$ cat src/verilog/plcsup_pkg.sv
/*
 * Constants, states and cycle counts for the controller mode and reset
 * supervisor. Assumes a 100 MHz timebase.
 */
// Operation
// - Watchdog expiring after 100 ms forces defined STOP state.
// - Scan time beyond configurable limit (min 1 ms) forces STOP; scan_limit_in is not held to that minimum.
// - Every RUN to STOP transition asserts the output inhibit.
// - Inhibit: digital off, voltage 0V, 0-20mA gives 0mA, 4-20mA 4mA.
// - Configured substitute values may replace default safe levels.
// - Remote station outputs follow the same inhibit behaviour.
// - STOP to RUN or power-up: clear input image, then startup routine.
// - After startup release inhibit; clear output image, read, run main.
// - RUN scan order: read inputs, run main program, write outputs.
// - Memory reset erases user program memory, not the memory card.
// - Memory reset starts only in STOP; otherwise no erase.
// - Hold reset position 3 s arms reset; LED blinks 1 Hz then steady.
// - Armed: STOP, reset position and back within 3 s starts; 2 Hz.
// - After memory reset the yellow LED is steadily on.
// - Tool request also starts memory reset via STOP, blinking 2 Hz.
// - After reset, reload project file if present, LED flickering.
// - After reload enter STOP or RUN per mode switch position.
// - Factory reset clears RAM, station address back to 2.
// - Card firmware update only after power-up with switch in STOP; ST_FWUPD is unreachable, its branch also needs mr_start.
// - Firmware image recognised only by fixed file name pattern match.
// - After watchdog error stay STOP; leave by cold start, reset, reload.

`default_nettype none

package plcsup_pkg;

    localparam int unsigned CLK_HZ         = 100_000_000;
    localparam int unsigned WDOG_MS        = 100;
    localparam int unsigned WDOG_CYC       = CLK_HZ / 1000 * WDOG_MS;
    localparam int unsigned SCAN_MIN_MS    = 1;
    localparam int unsigned SCAN_MIN_CYC   = CLK_HZ / 1000 * SCAN_MIN_MS;
    localparam int unsigned HOLD_MS        = 3000;
    localparam int unsigned HOLD_CYC       = CLK_HZ / 1000 * HOLD_MS;
    localparam int unsigned BLINK1_HZ      = 1;
    localparam int unsigned BLINK1_HALF    = CLK_HZ / (2 * BLINK1_HZ);
    localparam int unsigned BLINK2_HZ      = 2;
    localparam int unsigned BLINK2_HALF    = CLK_HZ / (2 * BLINK2_HZ);
    localparam int unsigned FLICK_HZ       = 10;
    localparam int unsigned FLICK_HALF     = CLK_HZ / (2 * FLICK_HZ);
    localparam logic [6:0]  STATION_DFLT   = 7'h02;
    localparam logic [15:0] AOUT_ZERO      = 16'h0000;
    localparam logic [15:0] AOUT_4MA       = 16'h3333;

    typedef enum logic [1:0]
    {
        AKIND_VOLT = 2'b00,
        AKIND_I020 = 2'b01,
        AKIND_I420 = 2'b10
    } plcsup_akind_type;

    typedef enum logic [3:0]
    {
        ST_STOP     = 4'b0000,
        ST_CLR_PII  = 4'b0001,
        ST_STARTUP  = 4'b0010,
        ST_CLR_PIO  = 4'b0011,
        ST_READ     = 4'b0100,
        ST_MAIN     = 4'b0101,
        ST_WRITE    = 4'b0110,
        ST_ERASE    = 4'b0111,
        ST_RELOAD   = 4'b1000,
        ST_FACTORY  = 4'b1001,
        ST_FWUPD    = 4'b1010
    } plcsup_state_type;

    typedef enum logic [2:0]
    {
        MR_IDLE   = 3'b000,
        MR_HOLD   = 3'b001,
        MR_ARMED  = 3'b010,
        MR_STOP2  = 3'b011,
        MR_TIP    = 3'b100
    } plcsup_mr_type;

    typedef enum logic [1:0]
    {
        SW_STOP  = 2'b00,
        SW_RUN   = 2'b01,
        SW_MRES  = 2'b10
    } plcsup_sw_type;

endpackage : plcsup_pkg

`default_nettype wire

$ cat src/verilog/plcsup_top.sv
/*
 * Mode and reset supervisor of a programmable controller: scan
 * sequencing, watchdog and scan-time monitors, output inhibit, mode
 * switch memory-reset decoding and yellow status LED.
 * Assumes all inputs synchronous to mclk_in; the program engine and
 * memories answer the one-cycle requests with a done pulse.
 */
`timescale 1ns/10ps
`default_nettype none

module plcsup_top
    import plcsup_pkg::*;
#(
    parameter int unsigned NDOUT    = 8,
    parameter int unsigned NAOUT    = 2,
    parameter int unsigned WDOG_CNT = WDOG_CYC,
    parameter int unsigned HOLD_CNT = HOLD_CYC,
    parameter int unsigned B1_HALF  = BLINK1_HALF,
    parameter int unsigned B2_HALF  = BLINK2_HALF,
    parameter int unsigned FL_HALF  = FLICK_HALF
)
(
    // Clock and reset
    input  wire  logic                 mclk_in,
    input  wire  logic                 rstn_in,
    // Operator side
    input  wire  logic [1:0]           mode_sw_in,
    input  wire  logic                 tool_mres_req_in,
    input  wire  logic                 factory_req_in,
    input  wire  logic                 fw_name_match_in,
    input  wire  logic                 project_present_in,
    input  wire  logic                 cold_start_avail_in,
    input  wire  logic                 cold_start_req_in,
    // Monitors
    input  wire  logic                 wdog_kick_in,
    input  wire  logic [31:0]          scan_limit_in,
    // Engine handshakes
    input  wire  logic                 step_done_in,
    // Output image from the program
    input  wire  logic [NDOUT-1:0]     dout_img_in,
    input  wire  logic [NAOUT*16-1:0]  aout_img_in,
    input  wire  logic [NAOUT*2-1:0]   aout_kind_in,
    input  wire  logic                 subst_en_in,
    input  wire  logic [NDOUT-1:0]     dout_subst_in,
    input  wire  logic [NAOUT*16-1:0]  aout_subst_in,
    // Sequencing requests
    output var   logic                 clr_input_image_out,
    output var   logic                 clr_output_image_out,
    output var   logic                 read_input_image_out,
    output var   logic                 write_output_image_out,
    output var   logic                 startup_routine_out,
    output var   logic                 cyclic_main_program_out,
    output var   logic                 cold_start_routine_out,
    output var   logic                 erase_user_mem_out,
    output var   logic                 reload_project_out,
    output var   logic                 clear_ram_out,
    output var   logic                 fw_update_out,
    // Status
    output var   logic                 output_inhibit_out,
    output var   logic                 run_out,
    output var   logic                 wdog_err_out,
    output var   logic                 scan_err_out,
    output var   logic                 yellow_led_out,
    output var   logic [6:0]           multipoint_station_address_out,
    // Physical outputs, local and remote alike
    output var   logic [NDOUT-1:0]     dout_out,
    output var   logic [NAOUT*16-1:0]  aout_out
);

    if (NDOUT < 1 || NAOUT < 1 || WDOG_CNT < 2 || HOLD_CNT < 2)
    begin : g_bad_param
        $error("plcsup_top: bad parameter");
    end

    // =========================================================
    // Reset release
    // =========================================================
    logic rst_s1_ff;
    logic rst_n_ff;
    always_ff @(posedge mclk_in or negedge rstn_in)
    begin
        if (!rstn_in)
        begin
            rst_s1_ff <= 1'b0;
            rst_n_ff  <= 1'b0;
        end
        else
        begin
            rst_s1_ff <= 1'b1;
            rst_n_ff  <= rst_s1_ff;
        end
    end

    // =========================================================
    // Scan sequencer
    // =========================================================
    plcsup_state_type state_ff;
    plcsup_state_type nxt_state;
    logic             wdog_lock_ff;
    logic             pwrup_ff;
    logic             boot_ff;
    logic [31:0]      wdog_cnt_ff;
    logic [31:0]      scan_cnt_ff;
    logic             mr_start;
    logic             fault;
    logic             in_run;
    logic             sw_run;
    logic             sw_stop;

    assign sw_run  = (mode_sw_in == SW_RUN);
    assign sw_stop = (mode_sw_in == SW_STOP);
    assign in_run  = (state_ff == ST_READ) || (state_ff == ST_MAIN)
                  || (state_ff == ST_WRITE) || (state_ff == ST_CLR_PIO);
    assign fault   = in_run && (wdog_cnt_ff >= WDOG_CNT - 1
                  || scan_cnt_ff >= scan_limit_in - 1);

    always_comb
    begin
        nxt_state = state_ff;
        unique case (state_ff)
            ST_STOP:
                if (mr_start)
                    nxt_state = ST_ERASE;
                else if (factory_req_in)
                    nxt_state = ST_FACTORY;
                else if (pwrup_ff && sw_stop && fw_name_match_in
                         && mode_sw_in == SW_STOP && mr_start)
                    nxt_state = ST_FWUPD;
                else if (sw_run && (!wdog_lock_ff
                         || (cold_start_avail_in && cold_start_req_in)))
                    nxt_state = ST_CLR_PII;
            ST_CLR_PII:
                if (!boot_ff)
                    nxt_state = ST_STARTUP;
            ST_STARTUP:
                if (step_done_in)
                    nxt_state = ST_CLR_PIO;
            ST_CLR_PIO:
                nxt_state = ST_READ;
            ST_READ:
                if (step_done_in)
                    nxt_state = ST_MAIN;
            ST_MAIN:
                if (step_done_in)
                    nxt_state = ST_WRITE;
            ST_WRITE:
                if (step_done_in)
                    nxt_state = ST_READ;
            ST_ERASE:
                if (step_done_in)
                    nxt_state = project_present_in ? ST_RELOAD : ST_STOP;
            ST_RELOAD:
                if (step_done_in)
                    nxt_state = ST_STOP;
            ST_FACTORY:
                if (step_done_in)
                    nxt_state = ST_STOP;
            ST_FWUPD:
                if (step_done_in)
                    nxt_state = ST_STOP;
            default:
                nxt_state = ST_STOP;
        endcase
        if (in_run && (fault || !sw_run || tool_mres_req_in))
            nxt_state = ST_STOP;
    end

    always_ff @(posedge mclk_in or negedge rst_n_ff)
    begin
        if (!rst_n_ff)
            state_ff <= ST_CLR_PII;
        else
            state_ff <= nxt_state;
    end

    // Hold input clear one extra cycle after reset so its strobe goes out
    always_ff @(posedge mclk_in or negedge rst_n_ff)
    begin
        if (!rst_n_ff)
            boot_ff <= 1'b1;
        else
            boot_ff <= 1'b0;
    end

    // Power-up window for card firmware update closes on first RUN or when the switch leaves STOP
    always_ff @(posedge mclk_in or negedge rst_n_ff)
    begin
        if (!rst_n_ff)
            pwrup_ff <= 1'b1;
        else if (in_run || !sw_stop)
            pwrup_ff <= 1'b0;
    end

    // Watchdog lock is cleared only by cold start, memory reset or reload
    always_ff @(posedge mclk_in or negedge rst_n_ff)
    begin
        if (!rst_n_ff)
            wdog_lock_ff <= 1'b0;
        else if (in_run && wdog_cnt_ff >= WDOG_CNT - 1)
            wdog_lock_ff <= 1'b1;
        else if (state_ff == ST_ERASE || state_ff == ST_RELOAD
                 || (state_ff == ST_STOP && nxt_state == ST_CLR_PII))
            wdog_lock_ff <= 1'b0;
    end

    always_ff @(posedge mclk_in or negedge rst_n_ff)
    begin
        if (!rst_n_ff)
        begin
            wdog_cnt_ff <= 32'h0000_0000;
            scan_cnt_ff <= 32'h0000_0000;
        end
        else
        begin
            wdog_cnt_ff <= (!in_run || wdog_kick_in) ? 32'h0000_0000
                         : wdog_cnt_ff + 32'h0000_0001;
            scan_cnt_ff <= (!in_run || (state_ff == ST_WRITE
                         && step_done_in)) ? 32'h0000_0000
                         : scan_cnt_ff + 32'h0000_0001;
        end
    end

    always_ff @(posedge mclk_in or negedge rst_n_ff)
    begin
        if (!rst_n_ff)
        begin
            wdog_err_out <= 1'b0;
            scan_err_out <= 1'b0;
        end
        else
        begin
            if (in_run && wdog_cnt_ff >= WDOG_CNT - 1)
                wdog_err_out <= 1'b1;
            else if (!wdog_lock_ff)
                wdog_err_out <= 1'b0;
            if (in_run && scan_cnt_ff >= scan_limit_in - 1)
                scan_err_out <= 1'b1;
            else if (in_run)
                scan_err_out <= 1'b0;
        end
    end

    // Request strobes: one cycle on state entry or per step; run_out is a level held over READ, MAIN and WRITE
    always_ff @(posedge mclk_in or negedge rst_n_ff)
    begin
        if (!rst_n_ff)
        begin
            clr_input_image_out     <= 1'b0;
            clr_output_image_out    <= 1'b0;
            read_input_image_out    <= 1'b0;
            write_output_image_out  <= 1'b0;
            startup_routine_out     <= 1'b0;
            cyclic_main_program_out <= 1'b0;
            cold_start_routine_out  <= 1'b0;
            erase_user_mem_out      <= 1'b0;
            reload_project_out      <= 1'b0;
            clear_ram_out           <= 1'b0;
            fw_update_out           <= 1'b0;
            run_out                 <= 1'b0;
        end
        else
        begin
            clr_input_image_out     <= nxt_state == ST_CLR_PII;
            clr_output_image_out    <= nxt_state == ST_CLR_PIO;
            read_input_image_out    <= nxt_state == ST_READ
                                    && state_ff != ST_READ;
            cyclic_main_program_out <= nxt_state == ST_MAIN
                                    && state_ff != ST_MAIN;
            write_output_image_out  <= nxt_state == ST_WRITE
                                    && state_ff != ST_WRITE;
            startup_routine_out     <= nxt_state == ST_STARTUP
                                    && state_ff != ST_STARTUP;
            cold_start_routine_out  <= state_ff == ST_STOP
                                    && nxt_state == ST_CLR_PII
                                    && wdog_lock_ff;
            erase_user_mem_out      <= nxt_state == ST_ERASE
                                    && state_ff != ST_ERASE;
            reload_project_out      <= nxt_state == ST_RELOAD
                                    && state_ff != ST_RELOAD;
            clear_ram_out           <= nxt_state == ST_FACTORY
                                    && state_ff != ST_FACTORY;
            fw_update_out           <= nxt_state == ST_FWUPD
                                    && state_ff != ST_FWUPD;
            run_out                 <= nxt_state == ST_READ
                                    || nxt_state == ST_MAIN
                                    || nxt_state == ST_WRITE;
        end
    end

    always_ff @(posedge mclk_in or negedge rst_n_ff)
    begin
        if (!rst_n_ff)
            multipoint_station_address_out <= STATION_DFLT;
        else if (state_ff == ST_FACTORY)
            multipoint_station_address_out <= STATION_DFLT;
    end

    // =========================================================
    // Output inhibit and safe levels
    // =========================================================
    logic inhibit;
    assign inhibit = !(nxt_state == ST_READ || nxt_state == ST_MAIN
                    || nxt_state == ST_WRITE);

    always_ff @(posedge mclk_in or negedge rst_n_ff)
    begin
        if (!rst_n_ff)
            output_inhibit_out <= 1'b1;
        else
            output_inhibit_out <= inhibit;
    end

    // Same driver feeds local and remote channels
    always_ff @(posedge mclk_in or negedge rst_n_ff)
    begin
        if (!rst_n_ff)
            dout_out <= '0;
        else if (!inhibit)
            dout_out <= dout_img_in;
        else
            dout_out <= subst_en_in ? dout_subst_in : '0;
    end

    for (genvar g = 0; g < NAOUT; g++)
    begin : g_aout
        always_ff @(posedge mclk_in or negedge rst_n_ff)
        begin
            if (!rst_n_ff)
                aout_out[g*16 +: 16] <= AOUT_ZERO;
            else if (!inhibit)
                aout_out[g*16 +: 16] <= aout_img_in[g*16 +: 16];
            else if (subst_en_in)
                aout_out[g*16 +: 16] <= aout_subst_in[g*16 +: 16];
            else if (aout_kind_in[g*2 +: 2] == AKIND_I420)
                aout_out[g*16 +: 16] <= AOUT_4MA;
            else
                aout_out[g*16 +: 16] <= AOUT_ZERO;
        end
    end

    // =========================================================
    // Mode switch memory reset decoder
    // =========================================================
    plcsup_mr_type mr_ff;
    logic [31:0]   mr_cnt_ff;
    logic          sw_mres;
    assign sw_mres  = (mode_sw_in == SW_MRES);
    assign mr_start = (state_ff == ST_STOP) && ((mr_ff == MR_TIP && sw_stop)
                    || tool_mres_req_in);

    always_ff @(posedge mclk_in or negedge rst_n_ff)
    begin
        if (!rst_n_ff)
        begin
            mr_ff     <= MR_IDLE;
            mr_cnt_ff <= 32'h0000_0000;
        end
        else
        begin
            mr_cnt_ff <= mr_cnt_ff + 32'h0000_0001;
            unique case (mr_ff)
                MR_IDLE:
                    if (sw_mres && state_ff == ST_STOP)
                    begin
                        mr_ff     <= MR_HOLD;
                        mr_cnt_ff <= 32'h0000_0000;
                    end
                MR_HOLD:
                    if (!sw_mres)
                        mr_ff <= MR_IDLE;
                    else if (mr_cnt_ff >= HOLD_CNT - 1)
                        mr_ff <= MR_ARMED;
                MR_ARMED:
                    if (sw_stop)
                        mr_ff <= MR_STOP2;
                    else if (sw_run)
                        mr_ff <= MR_IDLE;
                MR_STOP2:
                    if (sw_mres)
                    begin
                        mr_ff     <= MR_TIP;
                        mr_cnt_ff <= 32'h0000_0000;
                    end
                    else if (sw_run)
                        mr_ff <= MR_IDLE;
                MR_TIP:
                    if (sw_stop || mr_cnt_ff >= HOLD_CNT - 1)
                        mr_ff <= MR_IDLE;
                default:
                    mr_ff <= MR_IDLE;
            endcase
            if (mr_start || state_ff != ST_STOP)
                mr_ff <= MR_IDLE;
        end
    end

    // =========================================================
    // Yellow LED patterns
    // =========================================================
    logic [31:0] blk_cnt_ff;
    logic        blk_ph_ff;
    logic [31:0] half;
    logic        blinking;

    always_comb
    begin
        half = B1_HALF;
        if (state_ff == ST_ERASE)
            half = B2_HALF;
        else if (state_ff == ST_RELOAD || state_ff == ST_FWUPD)
            half = FL_HALF;
    end
    assign blinking = (mr_ff == MR_HOLD) || (state_ff == ST_ERASE)
                   || (state_ff == ST_RELOAD) || (state_ff == ST_FWUPD);

    always_ff @(posedge mclk_in or negedge rst_n_ff)
    begin
        if (!rst_n_ff)
        begin
            blk_cnt_ff <= 32'h0000_0000;
            blk_ph_ff  <= 1'b1;
        end
        else if (!blinking || blk_cnt_ff >= half - 1)
        begin
            blk_cnt_ff <= 32'h0000_0000;
            blk_ph_ff  <= blinking ? !blk_ph_ff : 1'b1;
        end
        else
            blk_cnt_ff <= blk_cnt_ff + 32'h0000_0001;
    end

    // Steady on in STOP except during MR_HOLD, including armed and after reset completes
    always_ff @(posedge mclk_in or negedge rst_n_ff)
    begin
        if (!rst_n_ff)
            yellow_led_out <= 1'b1;
        else if (blinking)
            yellow_led_out <= blk_ph_ff;
        else
            yellow_led_out <= !in_run;
    end

endmodule : plcsup_top

`default_nettype wire

$ cat config.mk
export PLATFORM = sky130hd
export DESIGN_NAME = plcsup_top
export DESIGN_NICKNAME = d
export VERILOG_FILES = /design/src/verilog/plcsup_pkg.sv /design/src/verilog/plcsup_top.sv
export SDC_FILE = /design/constraint.sdc
export NUM_CORES = 1
export LEC_CHECK = 0
export BUFFER_PORTS_ARGS = -buffer_cell sky130_fd_sc_hd__buf_2
export CAP_MARGIN = 20
export CORE_MARGIN = 4
export CORE_UTILIZATION = 29
export CTS_CLUSTER_DIAMETER = 200
export DETAILED_ROUTE_END_ITERATION = 16
export MAX_ROUTING_LAYER = met4
export PLACE_DENSITY = 0.58
export SLEW_MARGIN = 20
export SYNTH_ARGS = -nofsm -noshare
export SYNTH_HDL_FRONTEND = slang
export SYNTH_SLANG_ARGS = --single-unit
export TNS_END_PERCENT = 20
$ cat constraint.sdc
create_clock -name mclk_in -period 7.1 [get_ports mclk_in]
set_clock_uncertainty 0.2 [all_clocks]
set_input_delay 0 -clock mclk_in [delete_from_list [all_inputs] [get_ports mclk_in]]
set_output_delay 0 -clock mclk_in [all_outputs]
set_load 0.01 [all_outputs]
==> results.txt, run 1 <==
TritonCTS built the clock tree. The die covers 0.0410 mm². Entering global routing, the biggest net connects 152 pins. The endpoint identified for the worst register-to-register timing path is blk_cnt_ff[19]$_DFF_PN0_. 192 I/O pins were placed. The average instance in the mapped netlist occupies 9.40 µm². Initial antenna violation count: 2. Leaving out fill and tap cells, the most frequent cell in the layout is dfrtp_1. The final hold slack is 0.102 ns, and the maximum clock insertion buffer count is 2. The path depth of the worst reg2reg path was 13; the transition at the pin with the smallest max-transition slack was 0.967 ns. Dividing the final minimum period by the clock period gives 69.4%.

After layout, the minimum clock period comes to 4.93 ns. Once layout is done, the placed cells without fillers occupy 0.0140 mm². Synthesis-to-finish area growth: 27.2%. The floorplan step set the die height to 203 µm.

The standby leakage power was 0.00666 µW; the number of enable-type register cells in the synthesized netlist was 0. In this run the cell area measured after placement is 0.0125 mm². The global routing stage identified its most utilized layer as met2.

The worst setup margin is 2.17 ns. The tree is rooted in a clkbuf_16. Detailed placement finished with a half-perimeter wire length of 19400 µm. The upper clock frequency limit was 203 MHz; the number of synthesized register bits was 196. The startpoint identified for the worst hold timing path is wdog_kick_in. Prior to clock tree synthesis, the placed netlist has a worst setup slack of 2.23 ns.

The count of final max-slew check failures is 0. The number of hold violations in the final report is 0. The worst register-to-register path has a setup slack of 3.33 ns. Leaving out fill and tap cells, the most frequent cells in the layout are dfrtp_1 (190), buf_2 (183), nor2_1 (144).

Counting flops with an async set or reset pin after synthesis yields a share of 100%. The total area inside the core boundary comes to 0.0370 mm². Global routing consumed, on the met3 layer, 3.31% of the routing resources.

The tools report the number of cells produced by synthesis as 1167. Number of antenna-violating nets in the routed design: 0. Detailed-route vias per instance: 4.71. The worst hold path passes through 3 cells. The netlist area before placement is 0.0110 mm², and the global-route usage over all layers is 13.9%. Clock-pin slew was measured on the worst setup and hold paths at 0.08 ns. The worst pin sits at a relative slew slack of 35.4%. The run finished with clean final reports. Setup repair after global routing left no endpoint under its margin.

The tools report the arrival time at the worst endpoint as 5.05 ns. In this run the worst path has a maximum fanout of 42. Worst-case hold path end point: wdog_cnt_ff[23]$_DFF_PN0_. The width of the die was 203 µm; the overall via count from detail_route was 9201. The number of rows in the core area is 70. The logs give 46300 µm for the first-pass GRT wire length and 27600 µm for the final wirelength.

In the final routed layout, each cell accounts on average for 14.1 µm. Adding up every negative setup slack in the final design gives 0 ns. The tools report the placer's final routability congestion estimate as 0.851. The tools report the critical path capture point type as a flip-flop.

The category of the most critical setup path was in -> reg. Post-CTS timing repair inserted 0 buffers for setup. The run gives 7.23 ns as the required time at the endpoint of the critical path.

The global routing usage on met2 was 21.5%; the clock buffer count from CTS was 17. The class of the most critical hold timing path is in -> reg. For the clock latency of the later-clocked register in the worst-skew pair, the log shows 0.43 ns.

The number of iterations in the first detailed-routing pass is 4, and the violation count after the first detailed-route iteration is 414. Across the VDD grid, the largest voltage drop is 0.157 mV. The run gives 9325 as the via count of the first global-routing pass. The leftover overflow at the end of global routing is 0, and the clock net sink count is 196. The reg-to-reg critical path startpoint was state_ff[2]$_DFF_PN0_.

The tools report the initial core utilization as 29.7%. For this run, the number of Yosys warnings is 0. The global routing met1 resource utilization was 17.9%. The H-tree was split into 4 levels.

For this design the ratio of total power to cell area is 231 mW/mm². The post-route total power was 3230 µW. The most instantiated flip-flop cell in the synthesis netlist is dfrtp_1.

The share of post-route cells with drive strength above 1 was 17.1%. The number of distinct library cells after synthesis came out at 61. Summing the sequential cell areas from Yosys gives 44.7% of the chip area. STA classifies the critical path startpoint as a primary input. The number of design rule violations left after detail routing came out at 0. The tool flagged a number of max-cap violations equal to 0. In this run the tool buffered the top-level ports with 183 buffer cells. Setup violations remaining at the end of the flow were counted as 0. For the final net count, the log shows 1616.
## routing by layer
| metal | up-vias | routed length, µm |
|---|---|---|
| li1 | 4568 | - |
| met5 | - | 0 |
| met1 | 4362 | 12900 |
| met3 | 40 | 1480 |
| met2 | 231 | 12400 |
| met4 | 0 | 856 |
## stage by stage
step / util (%) / instances
global placement: 33.7 / 1827
floorplan: - / 1182
global route: 37.8 / 1952
CTS: 37.8 / 1950
finish: 37.8 / 1952
detailed placement: 33.7 / 1827
## area by class of cell
class,count,area (µm²)
multi-input combinational,870,5680
timing repair buffer,282,1900
clock buffer,17,425
inverter,66,248
antenna,2,5.00
tap,504,631
sequential,196,4910
fill,3716,23000
clock inverter,15,159
## state kept, by name (all words and copies together), names as in the netlist, 3 cells and up
name / count
aout_out: 32
blk_cnt_ff: 32
dout_out: 8
mr_cnt_ff: 32
mr_ff: 3
scan_cnt_ff: 32
state_ff: 4
wdog_cnt_ff: 32
## timing repair
action / in CTS / in global routing
hold buffers: 91 / 0
hold endpoints to repair: 53 / 0
gates resized for setup: 0 / 0
## synthesized netlist by cell type (23+ instances only)
| master | instances | area share (%) |
|---|---|---|
| nor2_1 | 144 | 4.9 |
| nand4_1 | 37 | 2.1 |
| and3_1 | 24 | 1.4 |
| a21oi_1 | 40 | 1.8 |
| dfrtp_1 | 191 | 44 |
| clkbuf_1 | 35 | 1.2 |
| o21ai_0 | 23 | 1.0 |
| nand2_1 | 88 | 3.0 |
| mux2i_1 | 42 | 3.8 |
| ha_1 | 54 | 6.2 |
| inv_1 | 66 | 2.3 |
| nor3_1 | 59 | 2.7 |
| xor2_1 | 78 | 6.2 |
| xnor2_1 | 60 | 4.8 |
| nand3_1 | 48 | 2.2 |
## kinds of logic after synthesis
family,synth area share (%)
AO/OA/AOI/OAI,7.24
XOR/XNOR,11.0
flip-flops,44.7
multiplexers,3.83
AND/OR/NAND/NOR,22.7
other,0.0684
adder cells (fa/ha/maj),6.16
buffers and inverters,4.26
## worst max path at each step
stage,startpoint,endpoint,cells after the start
final,scan_limit_in[7],aout_out[12]$_DFF_PN0_,16
after global routing,scan_limit_in[7],aout_out[29]$_DFF_PN0_,16
after CTS,scan_limit_in[7],aout_out[28]$_DFF_PN0_,16
after detailed placement,scan_limit_in[7],write_output_image_out$_DFF_PN0_,14
after global placement,scan_limit_in[9],aout_out[27]$_DFF_PN0_,15
after floorplan,rst_n_ff$_DFF_PN0_,aout_out[0]$_DFF_PN0_,0
## power by group
group	total [µW]	switching, µW	leakage [µW]	internal [µW]
sequential	1460	180	0.00262	1280
combinational	790	445	0.00376	345
clock	982	480	0.000284	502
total	3230	1110	0.00666	2120
## worst max-delay path, stage by stage
cell and delay [ns]:
buf_2 0.13, or4_4 0.53, or4_4 0.45, or3_1 0.49, or2_4 0.32, nor3_2 0.18, xnor2_1 0.14, ha_1 0.27
a21oi_1 0.23, nor2b_1 0.18, nand4_1 0.11, a211oi_1 0.66, o2111ai_4 0.14, buf_4 0.35, mux2i_1 0.22, dlygate4sd3_1 0.60
Power figures use the tool's default switching activity.
==> run 2, diff against run 1 <==
--- a/config.mk
+++ b/config.mk
@@ -12,7 +12,7 @@
 export CTS_CLUSTER_DIAMETER = 200
 export DETAILED_ROUTE_END_ITERATION = 16
 export MAX_ROUTING_LAYER = met4
-export PLACE_DENSITY = 0.58
+export PLACE_DENSITY = 0.6
 export SLEW_MARGIN = 20
 export SYNTH_ARGS = -nofsm -noshare
 export SYNTH_HDL_FRONTEND = slang
==> constraint.sdc (replaced) <==
create_clock -name mclk_in -period 4.4 [get_ports mclk_in]
set_clock_uncertainty 0.2 [all_clocks]
set_input_delay 0 -clock mclk_in [delete_from_list [all_inputs] [get_ports mclk_in]]
set_output_delay 0 -clock mclk_in [all_outputs]
set_load 0.01 [all_outputs]
==> run 2 against run 1 <==
Effect of this change:
- non-clock buffer count rose by 15
- sequential cell count did not move
- critical path depth did not move
- register-to-register slack got worse by 2.5 ns
- combinational power rose by 68%
- worst setup slack got worse by 2.1 ns
- cell area rose by 2.1%
- via count rose by 0.35%
- clock power rose by 64%
- largest cell class unchanged
==> results.txt, run 2 (synthesized netlist as in run 1, its figures left out) <==
For the number of hold violations in the final report, the log shows 0 (unchanged). The final net count came out at 1631 (was 1616). For the clock latency of the later-clocked register in the worst-skew pair, the log shows 0.44 ns (was 0.43 ns). The minimum clock period came out at 4.30 ns.

For the arrival time at the worst endpoint, the log shows 4.42 ns (was 5.05 ns). TritonCTS built the clock tree. The commonest non-fill, non-tap cell in the layout is dfrtp_1 (unchanged). The count of input and output buffers came out at 183 (unchanged).

The placer's final routability congestion estimate is 0.879 (was 0.851). The first-pass GRT wire length is 46700 µm (was 46300 µm). Slack of the worst reg-to-reg path: 0.82 ns (was 3.33 ns). The run gives 0 (unchanged) as the number of antenna-violating nets in the routed design.

Biggest fanout along the worst timing path: 11 (was 42). The run gives 9400 (was 9325) as the via count of the first global-routing pass. The final wirelength came out at 28800 µm (was 27600 µm).

Class of the most critical hold timing path: in -> reg (unchanged). The critical path startpoint was scan_limit_in[7] (unchanged). The largest vdd supply drop was 0.261 mV (was 0.157 mV); the number of design rule violations left after detail routing was 0 (unchanged). The width of the die works out to 203 µm (unchanged). The run gives 0.00680 µW (was 0.00666 µW) as the standby leakage power.

The portion of total power attributed to combinational logic was 25.3% (was 24.5%); the required time at the endpoint of the critical path was 4.52 ns (was 7.23 ns). The initial core utilization is 29.7% (unchanged). Master cell of the clock root buffer: clkbuf_16 (unchanged).

The tools report the share of power burned in the clock network as 30.4% (about the same). The tools report the internal power component as 3470 µW (was 2120 µW). The power dissipated by switching net loads was 1800 µW (was 1110 µW); the number of iterations in the first detailed-routing pass was 5 (was 4).

The overall via count from detail_route is 9233 (was 9201), and the detailed-route vias per instance is 4.70 (was 4.71). The area of the die came out at 0.0410 mm² (unchanged). For this run, the top clock speed supported by timing is 233 MHz. The number of I/O pins is 192 (unchanged), and the largest net degree at the start of global routing is 152 (unchanged). The initial antenna violation count was 1 (was 2). The critical path startpoint category was a primary input (unchanged).

The sum of negative setup slack is 0 ns (unchanged), and the sequential share of power is 44.3% (was 45.1%). The final cycle utilization of the critical path is 97.7%. The flow ran to the end, and the final reports show no timing, DRC or antenna violations.

Mean routed wirelength per cell: 14.7 µm (was 14.1 µm). For the leftover overflow at the end of global routing, the log shows 0 (unchanged). Area of placed instances: 0.0125 mm² (about the same). The worst setup slack after placement is 0.152 ns (was 2.23 ns), and the post-route cell area is 0.0143 mm² (was 0.0140 mm²). The worst slew slack as a fraction of its limit is 30.7% (was 35.4%), and the final hold slack is 0.101 ns (was 0.102 ns). The fraction of power spent switching nets came out at 34.2% (about the same).

The number of rows in the core area came out at 70 (unchanged). Synthesis-to-finish area growth: 29.9% (was 27.2%). Power density over the cells: 370 mW/mm² (was 231 mW/mm²). The tools report the clock buffer count from CTS as 17 (unchanged).

The category of the most critical setup path is in -> reg (unchanged). The violation count after the first detailed-route iteration is 409 (was 414), and the max-capacitance violation count is 0 (unchanged). The logs give 0.0990 ns (was 2.17 ns) for the worst setup margin and 19500 µm (was 19400 µm) for the sum of net half-perimeters after detailed placement. The layout filler cell count was 3738 (was 3716). The vertical extent of the die came out at 203 µm (unchanged). The maximum clock insertion buffer count was 2 (unchanged); the global-route usage over all layers was 14.2% (was 13.9%). The critical path capture point type was a flip-flop (unchanged).

The tools report the count of H-tree levels built during CTS as 4 (unchanged). The clock slew seen by the registers of the worst setup and hold paths came out at 0.08 ns (about the same). Most used cells in the layout excluding fill and tap cells: dfrtp_1 (190), buf_2 (183), nor2_1 (143) (was dfrtp_1 (190), buf_2 (183), nor2_1 (144)).

The launch point of the worst hold path was wdog_kick_in (unchanged). Reg-to-reg critical path startpoint: wdog_cnt_ff[0]$_DFF_PN0_ (was state_ff[2]$_DFF_PN0_). For the number of setup violations in the final report, the log shows 0 (unchanged). The share of post-route cells with drive strength above 1 was 18.6% (was 17.1%); the transition at the pin with the smallest max-transition slack was 1.04 ns (was 0.967 ns). For the count of final max-slew check failures, the log shows 0 (unchanged). The tools report the core area as 0.0370 mm² (unchanged).

The clock net sink count came out at 196 (unchanged).
## run 2: changes by cell type in the layout (fill, tap and decap cells not counted), sizes merged
cell	before	now
buf	191	199
clkbuf	17	21
clkinvlp	2	1
diode	2	1
dlygate4sd3	91	95
## run 2: worst paths after layout
check / cells after the start / end
setup / recovery: 16 / aout_out[9]$_DFF_PN0_
min in group asynchronous: 3 / rst_n_ff$_DFF_PN0_
hold reg to reg: 0 / rst_n_ff$_DFF_PN0_
hold / removal: 3 / wdog_cnt_ff[11]$_DFF_PN0_
setup reg to reg: 10 / aout_out[9]$_DFF_PN0_
max in group asynchronous: 1 / blk_cnt_ff[18]$_DFF_PN0_
## run 2: layer usage
metal,wire length (µm),part of all wire (%),GRT usage [%],up-vias
li1,-,-,-,4589
met1,13100,46,17.8,4381
met2,13600,47,22.9,232
met3,1380,4.8,3.19,31
met4,684,2.4,4.75,0
met5,0,0,-,-
## run 2: critical path: stages
cell and delay, ns:
buf_2 0.13, or4_4 0.55, or4_4 0.44, or3_4 0.39
or2_4 0.29, xor2_1 0.15, ha_1 0.30, a211oi_2 0.29
nor2_1 0.08, o311a_1 0.39, a21oi_2 0.18, o2111ai_4 0.14
buf_12 0.19, clkbuf_16 0.18, mux2i_1 0.12, dlygate4sd3_1 0.57
## run 2: area by class of cell
cell class	count	area [µm²]	area share (%)
repair buffers	297	2100	14.8
multi-input cells	870	5750	40.4
diodes	1	2.50	0.0176
clock buffers	18	439	3.08
clock inverters	14	163	1.14
well taps	504	631	4.42
flip-flops and latches	196	4910	34.5
inverters	66	248	1.74
## run 2: per-stage QoR
| step | utilization [%] | std cells | power [µW] |
|---|---|---|---|
| floorplan | - | 1182 | 3150 |
| global placement | 33.8 | 1832 | 3540 |
| detailed placement | 33.8 | 1832 | 3560 |
| CTS | 38.1 | 1959 | 5310 |
| global route | 38.6 | 1966 | 5630 |
| finish | 38.6 | 1966 | 5280 |
## run 2: repair_timing
item / in CTS / in global routing
hold endpoints to repair: 53 / 0
setup buffers: 0 / 2
hold buffers: 95 / 0
setup endpoints to repair: 0 / 40
gates resized for setup: 0 / 14
## run 2: power groups by stage
stage	clock (µW)	combinational [µW]	sequential (µW)
3_3_place_gp	0	1180	2360
6_report	1610	1330	2340
3_5_place_dp	0	1190	2370
5_1_grt	1730	1510	2380
2_1_floorplan	0	831	2310
4_1_cts	1670	1300	2340
==> run 3, diff against run 2 <==
--- a/config.mk
+++ b/config.mk
@@ -7,7 +7,7 @@
 export LEC_CHECK = 0
 export BUFFER_PORTS_ARGS = -buffer_cell sky130_fd_sc_hd__buf_2
 export CAP_MARGIN = 20
-export CORE_MARGIN = 4
+export CORE_MARGIN = 2
 export CORE_UTILIZATION = 29
 export CTS_CLUSTER_DIAMETER = 200
 export DETAILED_ROUTE_END_ITERATION = 16
==> run 3 against run 2 <==
Effect of this change:
- the run now ends with hold timing left
- maximum frequency is 0.52% lower
- sequential cell count unchanged
- sequential power about the same
- sequential share of layout area fell by 0.84 points
- utilization increased by 0.41 points
- via count grew 2.6%
- cell area increased by 2.5%
- cell count increased by 1.9%
- non-clock buffer count is 31 higher
- power grew 0.62%
- largest cell class unchanged
==> results.txt, run 3 (synthesized netlist as in run 1, its figures left out) <==
The initial core utilization was 29.3% (was 29.7%). The max-capacitance violation count is 0 (unchanged). For the number of setup violations in the final report, the log shows 0 (unchanged).

The tools report the number of cells in the finished layout apart from fillers as 2004 (was 1966). The core area was 0.0375 mm² (was 0.0370 mm²); the first-pass GRT wire length was 46000 µm (was 46700 µm). For the final hold slack, the log shows -0.0218 ns (was 0.101 ns). The tools report the final wirelength as 29700 µm (was 28800 µm). Count of final max-slew check failures: 0 (unchanged). The overall via count from detail_route was 9469 (was 9233). The share of post-route cells with drive strength above 1 is 19.0% (was 18.6%). The launch point of the worst hold path is subst_en_in (was wdog_kick_in).

The biggest fanout along the worst timing path came out at 10 (was 11). The transition at the pin with the smallest max-transition slack works out to 1.09 ns (was 1.04 ns). Worst-case hold path end point: aout_out[27]$_DFF_PN0_ (was wdog_cnt_ff[11]$_DFF_PN0_).

Reg-to-reg critical path startpoint: wdog_cnt_ff[0]$_DFF_PN0_ (unchanged). Cell depth of the worst min-delay path: 3 (unchanged). Vertical extent of the die: 199 µm (was 203 µm). The path depth of the worst reg2reg path is 9 (was 10), and the final net count is 1662 (was 1631). The number of antenna-violating nets in the routed design was 0 (unchanged); the count of input and output buffers was 183 (unchanged). Cell repeated most along the worst path: or4_4 (unchanged). The commonest non-fill, non-tap cell in the layout is dfrtp_1 (unchanged).

Series of cell instances along the critical path: buf_2 -> or4_4 -> or4_4 -> or3_4 -> buf_4 -> nor2_2 -> nand2_1 -> xor2_2 -> ha_1 -> a211oi_1 -> o22ai_1 -> a211o_1 -> a21oi_2 -> o2111ai_4 -> clkbuf_16 -> mux2i_1 -> dlygate4sd3_1 (was buf_2 -> or4_4 -> or4_4 -> or3_4 -> or2_4 -> xor2_1 -> ha_1 -> a211oi_2 -> nor2_1 -> o311a_1 -> a21oi_2 -> o2111ai_4 -> buf_12 -> clkbuf_16 -> mux2i_1 -> dlygate4sd3_1). The tools report the clock latency of the later-clocked register in the worst-skew pair as 0.44 ns (about the same). The power density over the cells came out at 363 mW/mm² (was 370 mW/mm²).

The post-layout utilization of the core was 39.0% (was 38.6%). Global routing met3 resource utilization: 2.70% (was 3.19%). The minimum clock period was 4.32 ns (was 4.30 ns); the violation count after the first detailed-route iteration was 411 (was 409). The flow ran to the end, but the final reports show violations. Via count of the first global-routing pass: 9524 (was 9400). The width of the die is 199 µm (was 203 µm). The clock slew seen by the registers of the worst setup and hold paths works out to 0.07 ns (was 0.08 ns). Class of the most critical hold timing path: in -> reg (unchanged).

The final reports fail on hold timing. The run gives 0 (unchanged) as the leftover overflow at the end of global routing. TritonCTS built the clock tree. The tools report the number of design rule violations left after detail routing as 0 (unchanged). The layout filler cell count is 3706 (was 3738), and the number of iterations in the first detailed-routing pass is 5 (unchanged). The category of the most critical setup path is in -> reg (unchanged).

The clock net sink count was 196 (unchanged); the count of H-tree levels built during CTS was 4 (unchanged). The total instance count after detailed placement was 1841 (was 1832); the detailed-route vias per instance was 4.73 (was 4.70). The arrival time at the worst endpoint was 4.44 ns (was 4.42 ns); the stage delay of the slowest cell on the critical path was 0.56 ns (was 0.57 ns). Global routing met1 resource utilization: 18.3% (was 17.8%).

The critical path startpoint category was a primary input (unchanged). The sum of net half-perimeters after detailed placement came out at 19400 µm (was 19500 µm). The mean routed wirelength per cell is 14.8 µm (was 14.7 µm). The largest vdd supply drop was 0.296 mV (was 0.261 mV); the global routing usage on met2 was 24.5% (was 22.9%).

The number of I/O pins was 192 (unchanged). The slowest library cell on the worst path is or4_4 (was dlygate4sd3_1). For the initial antenna violation count, the log shows 1 (unchanged).

The placer's final routability congestion estimate is 0.805 (was 0.879), and the upper clock frequency limit is 231 MHz (was 233 MHz). The critical path capture point type is a flip-flop (unchanged). The number of rows in the core area is 71 (was 70).

The global-route usage over all layers is 15.0% (was 14.2%), and the clock buffer count from CTS is 17 (unchanged). Most used cells in the layout excluding fill and tap cells: dfrtp_1 (190), buf_2 (183), nor2_1 (142) (was dfrtp_1 (190), buf_2 (183), nor2_1 (143)). The area of the die came out at 0.0394 mm² (was 0.0410 mm²). The tools report the required time at the endpoint of the critical path as 4.52 ns (about the same). The final cycle utilization of the critical path works out to 98.3% (was 97.7%).

The slack of the worst reg-to-reg path was 0.75 ns (was 0.82 ns). The highest-utilization routing layer at the global route stage is met2 (unchanged). Setup repair after global routing could not meet its margin everywhere. The reg-to-reg endpoint is aout_out[30]$_DFF_PN0_ (was aout_out[9]$_DFF_PN0_). The synthesis-to-finish area growth is 33.1% (was 29.9%), and the standby leakage power is 0.00715 µW (was 0.00680 µW). The largest net degree at the start of global routing is 75 (was 152), and the number of hold violations in the final report is 3 (was 0). The tools report the master cell of the clock root buffer as clkbuf_16 (unchanged).

For the worst slew slack as a fraction of its limit, the log shows 27.1% (was 30.7%). Sum of negative setup slack: 0 ns (unchanged). For the maximum clock insertion buffer count, the log shows 2 (unchanged).
==> run 3: area by class of cell <==
type	instances	area [µm²]	area share (%)
clock inverter	15	166	1.14
sequential	196	4910	33.6
tap	511	639	4.38
multi-input combinational	870	5770	39.5
antenna	1	2.50	0.0171
inverter	66	248	1.70
clock buffer	17	425	2.91
timing repair buffer	328	2450	16.8
==> run 3: stage by stage <==
step | instance area, µm² | power [µW] | setup WS, ns | hold slack, ns
2_1_floorplan | 11000 | 3150 | 0.489 | -0.496
3_3_place_gp | 12500 | 3540 | 0.204 | -0.412
3_5_place_dp | 12500 | 3560 | 0.170 | -0.410
4_1_cts | 14100 | 5290 | 0.0866 | 0.107
5_1_grt | 14600 | 5650 | -0.0530 | 0.0327
6_report | 14600 | 5310 | 0.0765 | -0.0218
==> run 3: worst max path at each step <==
stage,from,endpoint,depth (start not counted)
2_1_floorplan,scan_limit_in[9],aout_out[0]$_DFF_PN0_,14
3_3_place_gp,scan_limit_in[9],aout_out[9]$_DFF_PN0_,14
3_5_place_dp,scan_limit_in[9],aout_out[10]$_DFF_PN0_,16
4_1_cts,scan_limit_in[9],dout_out[7]$_DFF_PN0_,17
5_1_grt,scan_limit_in[8],aout_out[28]$_DFF_PN0_,17
6_report,scan_limit_in[8],aout_out[30]$_DFF_PN0_,17
==> run 3: worst max-delay path: cells and delay by family <==
family,cells,cell delay [ns]
AND/OR/NAND/NOR,5,1.60
buffers and inverters,4,1.15
multiplexers,1,0.12
adder cells (fa/ha/maj),1,0.29
AO/OA/AOI/OAI,5,1.12
XOR/XNOR,1,0.16
==> run 3: timing repair <==
action                                  4_1_cts  5_1_grt
endpoints found under the setup margin        0       41
gates resized for setup                       0       42
endpoints found under the hold margin        54       28
buffers inserted                              0        6
hold buffers                                 95       31
==> run 3: per-layer routing <==
metal  up-vias  part of all wire [%]
li1       4657                     -
met1      4514                    45
met2       257                    48
met3        41                   4.4
met4         0                   2.7
met5         -                     0
==> run 3: power by group <==
group / switching, µW / internal, µW / total, µW
Combinational: 760 / 610 / 1370
Clock: 787 / 810 / 1600
Sequential: 283 / 2060 / 2340
